--- src/timed_write_protection_pkg.sv ---
// timed write protection package: addresses, reset values, key values, counts
// assumes a single special-function-register bus driven by the cpu core
package timed_write_protection_pkg;

  // ************************************************************
  // addresses
  // ************************************************************
  localparam logic [7:0] key_addr           = 8'hc7;
  localparam logic [7:0] page_select_addr   = 8'h91;
  localparam logic [7:0] watchdog_addr      = 8'haa;
  localparam logic [7:0] brownout_addr      = 8'ha3;
  localparam logic       protected_page     = 1'h0;

  // ************************************************************
  // fields and reset values
  // ************************************************************
  localparam int         page_bit_pos       = 0;
  localparam logic [7:0] key_reset          = 8'h00;
  localparam logic [7:0] page_select_reset  = 8'h00;
  localparam logic [7:0] watchdog_reset     = 8'h00;
  localparam logic [7:0] brownout_reset     = 8'h00;

  // ************************************************************
  // keys and timing
  // ************************************************************
  localparam logic [7:0] first_key          = 8'haa;
  localparam logic [7:0] second_key         = 8'h55;
  localparam logic [2:0] arm_cycles         = 3'h3;
  localparam logic [2:0] window_cycles      = 3'h4;

  // ************************************************************
  // types
  // ************************************************************
  typedef enum logic [1:0] {
    seq_idle  = 2'b01,
    seq_armed = 2'b10
  } seq_state_t;

  typedef struct packed {
    logic       wr;
    logic       rd;
    logic [7:0] addr;
    logic [7:0] wdata;
  } sfr_req_t;

  typedef struct packed {
    logic       valid;
    logic [7:0] rdata;
  } sfr_rsp_t;

endpackage

--- src/timed_write_protection.sv ---
// timed write protection: two-key unlock sequencer, timed write window,
// page select register and the protected control registers it gates
// assumes one cpu write or read request per cycle on core_clk, same domain
`timescale 1ns/100ps

module timed_write_protection (
  input  wire logic                                core_clk,
  input  wire logic                                reset_n,
  input  wire timed_write_protection_pkg::sfr_req_t sfr_req,
  output      timed_write_protection_pkg::sfr_rsp_t sfr_rsp,
  output      logic                                window_open,
  output      logic                                page_select_bit,
  output      logic [7:0]                          watchdog_control,
  output      logic [7:0]                          brownout_control_a
);

  // ************************************************************
  // state
  // ************************************************************
  timed_write_protection_pkg::seq_state_t seq_reg;
  timed_write_protection_pkg::seq_state_t seq_next;
  timed_write_protection_pkg::sfr_rsp_t   rsp_reg;
  timed_write_protection_pkg::sfr_rsp_t   rsp_next;
  logic [2:0]                             arm_cnt_reg;
  logic [2:0]                             arm_cnt_next;
  logic [2:0]                             win_cnt_reg;
  logic [2:0]                             win_cnt_next;
  logic [7:0]                             timed_access_key_reg;
  logic [7:0]                             register_page_select_reg;
  logic [7:0]                             watchdog_control_reg;
  logic [7:0]                             brownout_control_a_reg;
  logic                                   window_open_reg;

  // ************************************************************
  // decode
  // ************************************************************
  logic key_wr;
  logic page_wr;
  logic on_prot_page;
  logic wdog_wr;
  logic bod_wr;
  logic win_active;
  logic unlock;

  // key and page select are decoded on every page
  assign key_wr  = sfr_req.wr &&
                   (sfr_req.addr == timed_write_protection_pkg::key_addr);
  assign page_wr = sfr_req.wr &&
                   (sfr_req.addr == timed_write_protection_pkg::page_select_addr);

  // current page comes from the page select bit
  assign on_prot_page =
    (register_page_select_reg[timed_write_protection_pkg::page_bit_pos] ==
     timed_write_protection_pkg::protected_page);

  assign wdog_wr = sfr_req.wr && on_prot_page &&
                   (sfr_req.addr == timed_write_protection_pkg::watchdog_addr);
  assign bod_wr  = sfr_req.wr && on_prot_page &&
                   (sfr_req.addr == timed_write_protection_pkg::brownout_addr);

  // a page select or protected register write is taken only at an edge where the window is still counting
  assign win_active = (win_cnt_reg != 3'h0);

  // second key accepted in any of the three cycles after the first
  assign unlock = key_wr &&
                  (seq_reg == timed_write_protection_pkg::seq_armed) &&
                  (arm_cnt_reg != 3'h0) &&
                  (sfr_req.wdata == timed_write_protection_pkg::second_key);

  // ************************************************************
  // unlock sequencer
  // ************************************************************
  always_comb begin
    seq_next     = seq_reg;
    arm_cnt_next = arm_cnt_reg;
    case (seq_reg)
      timed_write_protection_pkg::seq_idle: begin
        arm_cnt_next = 3'h0;
        if (key_wr && (sfr_req.wdata == timed_write_protection_pkg::first_key)) begin
          seq_next     = timed_write_protection_pkg::seq_armed;
          arm_cnt_next = timed_write_protection_pkg::arm_cycles;
        end
      end
      timed_write_protection_pkg::seq_armed: begin
        if (arm_cnt_reg != 3'h0) begin
          arm_cnt_next = arm_cnt_reg - 3'h1;
        end
        if (key_wr && (sfr_req.wdata == timed_write_protection_pkg::first_key)) begin
          // a fresh first key restarts the wait
          arm_cnt_next = timed_write_protection_pkg::arm_cycles;
        end else if (unlock) begin
          seq_next     = timed_write_protection_pkg::seq_idle;
          arm_cnt_next = 3'h0;
        end else if (key_wr) begin
          seq_next     = timed_write_protection_pkg::seq_idle;
          arm_cnt_next = 3'h0;
        end else if (arm_cnt_reg == 3'h0) begin
          seq_next     = timed_write_protection_pkg::seq_idle;
        end
      end
      default: begin
        seq_next     = timed_write_protection_pkg::seq_idle;
        arm_cnt_next = 3'h0;
      end
    endcase
  end

  always_ff @(posedge core_clk or negedge reset_n) begin
    if (!reset_n) begin
      seq_reg     <= timed_write_protection_pkg::seq_idle;
      arm_cnt_reg <= 3'h0;
    end else begin
      seq_reg     <= seq_next;
      arm_cnt_reg <= arm_cnt_next;
    end
  end

  // ************************************************************
  // write window
  // ************************************************************
  // only elapsed cycles close the window; writes inside it do not
  always_comb begin
    win_cnt_next = win_cnt_reg;
    if (unlock) begin
      win_cnt_next = timed_write_protection_pkg::window_cycles;
    end else if (win_cnt_reg != 3'h0) begin
      win_cnt_next = win_cnt_reg - 3'h1;
    end
  end

  always_ff @(posedge core_clk or negedge reset_n) begin
    if (!reset_n) begin
      win_cnt_reg     <= 3'h0;
      window_open_reg <= 1'b0;
    end else begin
      win_cnt_reg     <= win_cnt_next;
      window_open_reg <= (win_cnt_next != 3'h0);
    end
  end

  // ************************************************************
  // key register
  // ************************************************************
  // holds the last key written; never returned on a read
  always_ff @(posedge core_clk or negedge reset_n) begin
    if (!reset_n) begin
      timed_access_key_reg <= timed_write_protection_pkg::key_reset;
    end else if (key_wr) begin
      timed_access_key_reg <= sfr_req.wdata;
    end
  end

  // ************************************************************
  // page select register
  // ************************************************************
  always_ff @(posedge core_clk or negedge reset_n) begin
    if (!reset_n) begin
      register_page_select_reg <= timed_write_protection_pkg::page_select_reset;
    end else if (page_wr && win_active) begin
      register_page_select_reg <= {7'h00,
        sfr_req.wdata[timed_write_protection_pkg::page_bit_pos]};
    end
  end

  // ************************************************************
  // protected control registers
  // ************************************************************
  always_ff @(posedge core_clk or negedge reset_n) begin
    if (!reset_n) begin
      watchdog_control_reg <= timed_write_protection_pkg::watchdog_reset;
    end else if (wdog_wr && win_active) begin
      watchdog_control_reg <= sfr_req.wdata;
    end
  end

  always_ff @(posedge core_clk or negedge reset_n) begin
    if (!reset_n) begin
      brownout_control_a_reg <= timed_write_protection_pkg::brownout_reset;
    end else if (bod_wr && win_active) begin
      brownout_control_a_reg <= sfr_req.wdata;
    end
  end

  // ************************************************************
  // read path
  // ************************************************************
  // reads never look at the window; unmapped and key reads give zero
  always_comb begin
    rsp_next.valid = sfr_req.rd;
    rsp_next.rdata = 8'h00;
    if (sfr_req.rd) begin
      if (sfr_req.addr == timed_write_protection_pkg::page_select_addr) begin
        rsp_next.rdata = register_page_select_reg;
      end else if (on_prot_page &&
                   (sfr_req.addr == timed_write_protection_pkg::watchdog_addr)) begin
        rsp_next.rdata = watchdog_control_reg;
      end else if (on_prot_page &&
                   (sfr_req.addr == timed_write_protection_pkg::brownout_addr)) begin
        rsp_next.rdata = brownout_control_a_reg;
      end
    end
  end

  always_ff @(posedge core_clk or negedge reset_n) begin
    if (!reset_n) begin
      rsp_reg <= '0;
    end else begin
      rsp_reg <= rsp_next;
    end
  end

  // ************************************************************
  // outputs
  // ************************************************************
  assign sfr_rsp            = rsp_reg;
  assign window_open        = window_open_reg;
  assign page_select_bit    =
    register_page_select_reg[timed_write_protection_pkg::page_bit_pos];
  assign watchdog_control   = watchdog_control_reg;
  assign brownout_control_a = brownout_control_a_reg;

endmodule

--- config.mk ---
export PLATFORM = sky130hd
export DESIGN_NAME = timed_write_protection
export DESIGN_NICKNAME = d
export VERILOG_FILES = /design/src/timed_write_protection_pkg.sv /design/src/timed_write_protection.sv
export SDC_FILE = /design/constraint.sdc
export NUM_CORES = 1
export LEC_CHECK = 0
export BUFFER_PORTS_ARGS = -buffer_cell sky130_fd_sc_hd__buf_4
export CAP_MARGIN = 20
export CORE_UTILIZATION = 40
export CTS_CLUSTER_DIAMETER = 30
export DETAILED_ROUTE_END_ITERATION = 10
export HOLD_SLACK_MARGIN = 0.05
export MAX_ROUTING_LAYER = met4
export PLACE_DENSITY_LB_ADDON = 0.15
export SLEW_MARGIN = 20
export SYNTH_ARGS = -nofsm -noshare
export SYNTH_HDL_FRONTEND = slang
export SYNTH_SLANG_ARGS = --single-unit
--- constraint.sdc ---
create_clock -name core_clk -period 2.5 [get_ports core_clk]
set_input_delay 0.25 -clock core_clk [delete_from_list [all_inputs] [get_ports core_clk]]
set_output_delay 0.25 -clock core_clk [all_outputs]
set_load 0.05 [all_outputs]
==> results.ini, run 1 <==
[clocking]
clockRootBuffer = sky130_fd_sc_hd__clkbuf_8
number_of_cts_inserted_buffers = 5
tritoncts = built
clock_sinks = 35
h-tree-depth = 2
clock_transition_at_the_register_clock_pins_on_the_worst_setup_and_hold_paths_after_cts_ns = 0.08
cts_buffer_depth = 2
clock_latency_ns = 0.29
count_of_instances_resized_after_the_clock_tree_is_built = 0

[grt]
grt_overflow_total = 0
number_of_global_route_vias_before_repair = 1326
met1_use_gr = 0.2466
globalRouteMet3Util = 0.05667
gr-usage-all-layers = 0.1999
grt_pass1_wl_um = 6320
grt_util_met2 = 0.3131
grt_antenna_before_repair = 0
maximum_number_of_pins_on_one_net_before_global_route_repair = 36
grt.busiest_layer = met2

[worst_setup_path]
crit_slowest_cell = sky130_fd_sc_hd__nor3_4
cp_slowest_stage_delay_ns = 0.44
r2r-start = register_page_select_reg[0]
start_kind = flip-flop
required_ns = 2.67
critical_path.max_fanout = 8
timing.critical_path.cells = nand4bb_4 > or3_4 > nor3_4 > mux2_2
cp-end-kind = flip-flop
rr_endpoint = brownout_control_a[5]
regToRegSetupSlack_ns = 0.49
worst_ep_arrival_time_ns = 2.19
worst-setup-path-type = flip-flop to flip-flop
r2r.worst_path.cells = 4

[die]
floorplan.rows = 23
initial_core_util = 0.4241
die_width_um = 67.82
die_area_mm2 = 0.004600
ios = 47
die-height_um = 67.82
placeableCoreArea_mm2 = 0.004086

[yosys]
synth_area_leader_cell = sky130_fd_sc_hd__dfrtp_1
ys_seq_area_frac = 0.5061
synth.avg_cell_area_um2 = 11.87
yosys_register_bits = 35
synth_cells = 146
yosysWarningCount = 0
synth_top_cell_area_share = 0.4910
synth.area.top_cells = sky130_fd_sc_hd__dfrtp_1 (49%), sky130_fd_sc_hd__mux2_2 (11%), sky130_fd_sc_hd__ha_1 (4.3%)
synth.distinct_cells = 37
syn-num-nets = 172
netlist_area_mm2 = 0.001733

[cells_and_area]
most-common-layout-cells = sky130_fd_sc_hd__buf_4 (48), sky130_fd_sc_hd__dfrtp_1 (34), sky130_fd_sc_hd__mux2_2 (17)
final_net_count = 227
number_of_flip_flops_in_the_largest_register = 9
final_common_cell = sky130_fd_sc_hd__buf_4
area_growth_syn_to_layout_pct = 32.56
finish.instance_area_mm2 = 0.002297
final_core_util = 0.5622
drive_above_1_share = 0.3911
n_antenna_cell = 0

[route]
drtAntennaViolNets = 0
dr.first_iter.drc_count = 66
final_routed_wirelength_across_all_metal_layers_um = 4056
drc = 0
drtPass1Iterations = 4
avgRoutedWirePerCell_um = 16.10
detailroute.via_count = 1373
detail_route.vias_per_cell = 5.448

[sta]
setup_slack_ns = 0.4858
finalClockSkew_ns = 0.007395
min_period_ns = 2.014
max_clock_freq_ghz = 0.4965
final_hold_viol_count = 0
post-route-period-util = 0.8057
grt_setup_unrepaired = no
setup_violations = 0
worst_slew_pin_slew_ns = 0.4522
drv_slew = 0
finalSetupTns_ns = 0
timing.slew.headroom = 0.6975

[placed_design]
numPortBuffers = 46
routabilityCongestion = 0.8237
dpl_cell_area_mm2 = 0.002151
place_worst_setup_slack_ns = 0.4908
hpwl_um = 2975

[flow_run]
max-cap-violations = 0

[worst_hold_path]
hp-start = sfr_req[16]
hp-class = primary input to flip-flop
hold_end = sfr_rsp[8]
min_delay_path_depth = 1

[power_and_ir_drop]
power_density_mw_per_mm2 = 551.3
power.ir.vdd_worst_v = 0.0004652
total_leakage_power_nw = 1.137
overall_power_mw = 1.266

[status]
outcome = finished clean

cell families after synthesis:
logic type / count (synthesis) / share of synthesized area
AO/OA/AOI/OAI: 22 / 0.08520
multiplexers: 22 / 0.1401
AND/OR/NAND/NOR: 52 / 0.2022
adder cells (fa/ha/maj): 6 / 0.04332
XOR/XNOR: 1 / 0.005055
flip-flops: 35 / 0.5061
buffers and inverters: 8 / 0.01805
worst max-delay path, delay by kind of cell (launching register included):
| family | cells | cell delay (ns) |
|---|---|---|
| mux | 1 | 0.40 |
| flops | 1 | 0.42 |
| simple gates | 3 | 1.08 |
metrics by stage:
| step | std cells | hold WS [ns] |
|---|---|---|
| after floorplan | 146 | -0.04559 |
| after global placement | 243 | 0.2253 |
| after detailed placement | 243 | 0.2342 |
| after CTS | 252 | 0.07092 |
| after global routing | 252 | 0.06211 |
| final | 252 | 0.08005 |
cell usage after synthesis:
library cell / number
sky130_fd_sc_hd__dfstp_2: 1
sky130_fd_sc_hd__nand2b_1: 5
sky130_fd_sc_hd__buf_2: 1
sky130_fd_sc_hd__o2bb2ai_1: 1
sky130_fd_sc_hd__mux2_2: 17
sky130_fd_sc_hd__a22oi_1: 7
sky130_fd_sc_hd__mux2i_1: 4
sky130_fd_sc_hd__a31oi_1: 1
sky130_fd_sc_hd__a211oi_1: 2
sky130_fd_sc_hd__a21oi_1: 4
sky130_fd_sc_hd__nor2_1: 16
sky130_fd_sc_hd__nor2b_1: 1
sky130_fd_sc_hd__inv_1: 7
sky130_fd_sc_hd__and4b_1: 2
sky130_fd_sc_hd__a211o_1: 1
sky130_fd_sc_hd__a32oi_1: 1
sky130_fd_sc_hd__and3_1: 1
sky130_fd_sc_hd__nor4_1: 2
sky130_fd_sc_hd__nor3_4: 2
sky130_fd_sc_hd__nand3_1: 1
sky130_fd_sc_hd__ha_1: 6
sky130_fd_sc_hd__nor3_1: 3
sky130_fd_sc_hd__or2_2: 1
sky130_fd_sc_hd__o21ai_0: 4
sky130_fd_sc_hd__or3_4: 1
sky130_fd_sc_hd__mux2_1: 1
sky130_fd_sc_hd__dfrtp_1: 34
sky130_fd_sc_hd__nand4bb_4: 1
sky130_fd_sc_hd__nor4bb_1: 2
sky130_fd_sc_hd__nor3b_1: 1
sky130_fd_sc_hd__xnor2_1: 1
sky130_fd_sc_hd__nand3b_1: 4
sky130_fd_sc_hd__a21o_1: 1
sky130_fd_sc_hd__nand2_1: 5
sky130_fd_sc_hd__or4bb_1: 1
sky130_fd_sc_hd__and4_1: 2
sky130_fd_sc_hd__nand4bb_1: 1
worst max-delay path by stage:
stage | from | endpoint | slack, ns | cells after the start
CTS | register_page_select_reg[0] | watchdog_control[7] | 0.48 | 4
finish | register_page_select_reg[0] | brownout_control_a[5] | 0.49 | 4
floorplan | register_page_select_reg[0] | brownout_control_a[1] | 0.42 | 4
global route | register_page_select_reg[0] | brownout_control_a[3] | 0.42 | 4
global placement | register_page_select_reg[0] | watchdog_control[7] | 0.58 | 4
detailed placement | register_page_select_reg[0] | watchdog_control[7] | 0.49 | 4
area by class of cell:
class / count / area (um^2)
clock buffer: 5 / 68.82
clock inverter: 3 / 67.56
fill: 362 / 1789
inverter: 7 / 26.28
multi-input combinational: 103 / 824.5
sequential: 35 / 877.1
tap: 50 / 62.56
timing repair buffer: 49 / 370.4
report_power, final:
group | total (mW) | switching, mW | internal (mW)
logic | 0.0795 | 0.0462 | 0.0333
registers | 0.570 | 0.00193 | 0.569
clock network | 0.616 | 0.219 | 0.398
timing repair:
| action | CTS | global route |
|---|---|---|
| setup buffers | 0 | 0 |
| endpoints found under the setup margin | 0 | 0 |
| hold buffers | 1 | 0 |
| hold endpoints to repair | 34 | 0 |
routing by layer:
metal | part of all wire | vias up | wire [um]
li1 | - | 636 | -
met4 | 0.014 | 0 | 57
met3 | 0.056 | 6 | 228
met5 | 0 | - | 0
met2 | 0.49 | 52 | 2001
met1 | 0.44 | 679 | 1769
(Power assumes the default switching activity.)
==> inputs of run 2 (changes only) <==
--- a/config.mk
+++ b/config.mk
@@ -5,6 +5,7 @@
 export SDC_FILE = /design/constraint.sdc
 export NUM_CORES = 1
 export LEC_CHECK = 0
+export ABC_AREA = 1
 export BUFFER_PORTS_ARGS = -buffer_cell sky130_fd_sc_hd__buf_4
 export CAP_MARGIN = 20
 export CORE_UTILIZATION = 40
==> constraint.sdc (replaced) <==
create_clock -name core_clk -period 2 [get_ports core_clk]
set_input_delay 0.2 -clock core_clk [delete_from_list [all_inputs] [get_ports core_clk]]
set_output_delay 0.2 -clock core_clk [all_outputs]
set_load 0.05 [all_outputs]
==> run 2 against run 1 <==
Net effect: synthesized area grew 4.3%; utilization shrank 3.4 points; power grew 44%; first-iteration DRC count grew 6.1%; flip-flop and latch count is the same; worst setup slack gained 0.021 ns; critical path depth grew 4; hold slack gained 0.13 ns; final cell count grew 28%; critical path type unchanged; critical endpoint is now watchdog_control[5].
==> results.ini, run 2 <==
[cells_and_area]
area.sequential_um2 = 877.1  ; unchanged
number_of_flip_flops_in_the_largest_register = 9  ; unchanged
final_net_count = 296  ; +30%
area_growth_syn_to_layout_pct = 27.29
n_antenna_cell = 0  ; unchanged
final_common_cell = sky130_fd_sc_hd__nand2_1
drive_above_1_share = 0.2768  ; -0.1143
most-common-layout-cells = sky130_fd_sc_hd__nand2_1 (62), sky130_fd_sc_hd__buf_4 (46), sky130_fd_sc_hd__dfrtp_1 (34)
area_occupied_by_multi_input_gates_um2 = 783.3  ; -5.0%
fill_cells = 413  ; +14%

[route]
drc = 0  ; unchanged
dr.first_iter.drc_count = 70  ; +6.1%
drtAntennaViolNets = 0  ; unchanged
final_routed_wirelength_across_all_metal_layers_um = 3793  ; -6.5%
detailroute.via_count = 1508  ; +9.8%
drtPass1Iterations = 4  ; unchanged
detail_route.vias_per_cell = 4.669  ; -14%
avgRoutedWirePerCell_um = 11.74  ; -27%

[power_and_ir_drop]
overall_power_mw = 1.828  ; +44%
power_density_mw_per_mm2 = 794.8  ; +44%
total_leakage_power_nw = 1.208  ; +6.2%
power.ir.vdd_worst_v = 0.0003920  ; -16%

[clocking]
clock_sinks = 35  ; unchanged
clockRootBuffer = sky130_fd_sc_hd__clkbuf_8
tritoncts = built
cts_buffer_depth = 2  ; unchanged
clock_transition_at_the_register_clock_pins_on_the_worst_setup_and_hold_paths_after_cts_ns = 0.07  ; about the same
h-tree-depth = 2  ; unchanged
clock_latency_ns = 0.28  ; about the same
postCtsSetupRepairBufs = 0  ; unchanged
number_of_cts_inserted_buffers = 5  ; unchanged

[worst_setup_path]
worst-setup-path-type = flip-flop to flip-flop
critical_path.max_fanout = 16  ; +8
worst_ep_arrival_time_ns = 1.66  ; -0.53 ns
start_kind = flip-flop
cp-end-kind = flip-flop
required_ns = 2.17  ; -0.50 ns

[yosys]
syn-num-nets = 243  ; +41%
synth_top_cell_area_share = 0.4709  ; -0.02006
yosysWarningCount = 0  ; unchanged
synth-main-ff-cell = sky130_fd_sc_hd__dfrtp_1
yosys_register_bits = 35  ; unchanged
synth_area_leader_cell = sky130_fd_sc_hd__dfrtp_1
synth.area.top_cells = sky130_fd_sc_hd__dfrtp_1 (47%), sky130_fd_sc_hd__nand2_1 (13%), sky130_fd_sc_hd__inv_1 (6.9%)
synth_most_common_cell = sky130_fd_sc_hd__nand2_1
synth_async_sr_flop_share = 1.000  ; unchanged
synth.top_cells.by_count = sky130_fd_sc_hd__nand2_1 (62), sky130_fd_sc_hd__dfrtp_1 (34), sky130_fd_sc_hd__inv_1 (33)
synth-edff-count = 0  ; unchanged
synth.distinct_cells = 25  ; -32%
synth_cells = 217  ; +49%
synth.avg_cell_area_um2 = 8.326  ; -30%
netlist_area_mm2 = 0.001807  ; +4.3%
ys_seq_area_frac = 0.4855  ; -0.02068

[die]
floorplan.rows = 24  ; +4.3%
die-height_um = 69.21  ; +2.0%
ios = 47  ; unchanged
die_width_um = 69.21  ; +2.0%
die_area_mm2 = 0.004789  ; +4.1%
placeableCoreArea_mm2 = 0.004354  ; +6.6%
initial_core_util = 0.4149  ; -0.009124

[grt]
gr-usage-all-layers = 0.1759  ; -0.02395
grt_antenna_before_repair = 0  ; unchanged
grt_pass1_wl_um = 6451  ; +2.1%
maximum_number_of_pins_on_one_net_before_global_route_repair = 36  ; unchanged
grt_overflow_total = 0  ; unchanged
number_of_global_route_vias_before_repair = 1422  ; +7.2%

[sta]
setup_violations = 0  ; unchanged
max_clock_freq_ghz = 0.6696  ; +35%
setup_slack_ns = 0.5066  ; +0.02079 ns
timing.slew.headroom = 0.7025  ; +0.004936
grt_setup_unrepaired = no
min_period_ns = 1.493  ; -0.5208 ns
worst_slew_pin_slew_ns = 0.4429  ; -0.009344 ns
finalSetupTns_ns = 0  ; unchanged
drv_slew = 0  ; unchanged
final_hold_viol_count = 0  ; unchanged
finalClockSkew_ns = 0.008654  ; +0.001259 ns
post-route-period-util = 0.7467  ; -0.05898

[placed_design]
numPortBuffers = 46  ; unchanged
hpwl_um = 2874  ; -3.4%
place_worst_setup_slack_ns = 0.5110  ; +0.02018 ns
routabilityCongestion = 0.8492  ; +3.1%

[worst_hold_path]
hp-class = primary input to flip-flop

[flow_run]
max-cap-violations = 0  ; unchanged

[status]
outcome = finished clean

==> run 2: kinds of logic after synthesis <==
logic type / synth area share
AO/OA/AOI/OAI: 0.09903
flip-flops: 0.4855
adder cells (fa/ha/maj): 0.04155
AND/OR/NAND/NOR: 0.2784
buffers and inverters: 0.08102
XOR/XNOR: 0.01455
==> run 2: report_power, final <==
group	switching, mW	internal (mW)	leakage, nW	total, mW
clock	0.245	0.243	0.0412	0.488
combinational	0.325	0.186	0.696	0.511
sequential	0.0426	0.786	0.471	0.829
total	0.613	1.22	1.21	1.83
==> run 2: worst paths after layout <==
path                       slack, ns                  end  cells past startpoint           start
max                             0.51  watchdog_control[5]                      8  win_cnt_reg[0]
min                             0.21  watchdog_control[6]                      3      sfr_req[6]
max reg2reg                     0.51  watchdog_control[5]                      8  win_cnt_reg[0]
min reg2reg                     0.48           seq_reg[0]                      2      seq_reg[0]
max in group asynchronous       1.24           seq_reg[0]                      2         reset_n
min in group asynchronous       0.41           sfr_rsp[4]                      2         reset_n
==> run 2: layout make-up <==
| type | instances | share of cell area |
|---|---|---|
| clock buffers | 6 | 0.03156 |
| clock inverters | 2 | 0.005441 |
| inverters | 33 | 0.05386 |
| multi-input cells | 147 | 0.3406 |
| flip-flops and latches | 35 | 0.3814 |
| well taps | 52 | 0.02829 |
| repair buffers | 48 | 0.1589 |
==> run 2: what timing repair did <==
action	4_1_cts	5_1_grt
hold buffers	2	0
endpoints found under the hold margin	35	0
gates resized for setup	0	0
==> run 2: critical path, stage by stage (launching register included) <==
cell and delay, ns:
sky130_fd_sc_hd__dfrtp_1 0.33, sky130_fd_sc_hd__inv_1 0.07, sky130_fd_sc_hd__ha_1 0.19, sky130_fd_sc_hd__nand2_1 0.09, sky130_fd_sc_hd__inv_1 0.09, sky130_fd_sc_hd__nor2_2 0.24, sky130_fd_sc_hd__nand2_4 0.20, sky130_fd_sc_hd__nand2_1 0.12
sky130_fd_sc_hd__o21ai_2 0.06
==> run 2: per-layer routing <==
metal | GRT usage | vias to the layer above | wire (um)
met5 | - | - | 0
met4 | 0.05442 | 0 | 47
met3 | 0.05669 | 5 | 144
met2 | 0.2729 | 28 | 1840
met1 | 0.2188 | 687 | 1760
li1 | - | 788 | -
==> run 2: through the flow <==
stage | instance area [um^2] | hold slack (ns) | util | cells
final | 2300 | 0.2064 | 0.5282 | 323
after global routing | 2300 | 0.2146 | 0.5282 | 323
after detailed placement | 2195 | 0.1872 | 0.5040 | 313
after global placement | 2195 | 0.1879 | 0.5040 | 313
after CTS | 2300 | 0.1991 | 0.5282 | 323
after floorplan | 1807 | -0.09559 | - | 217
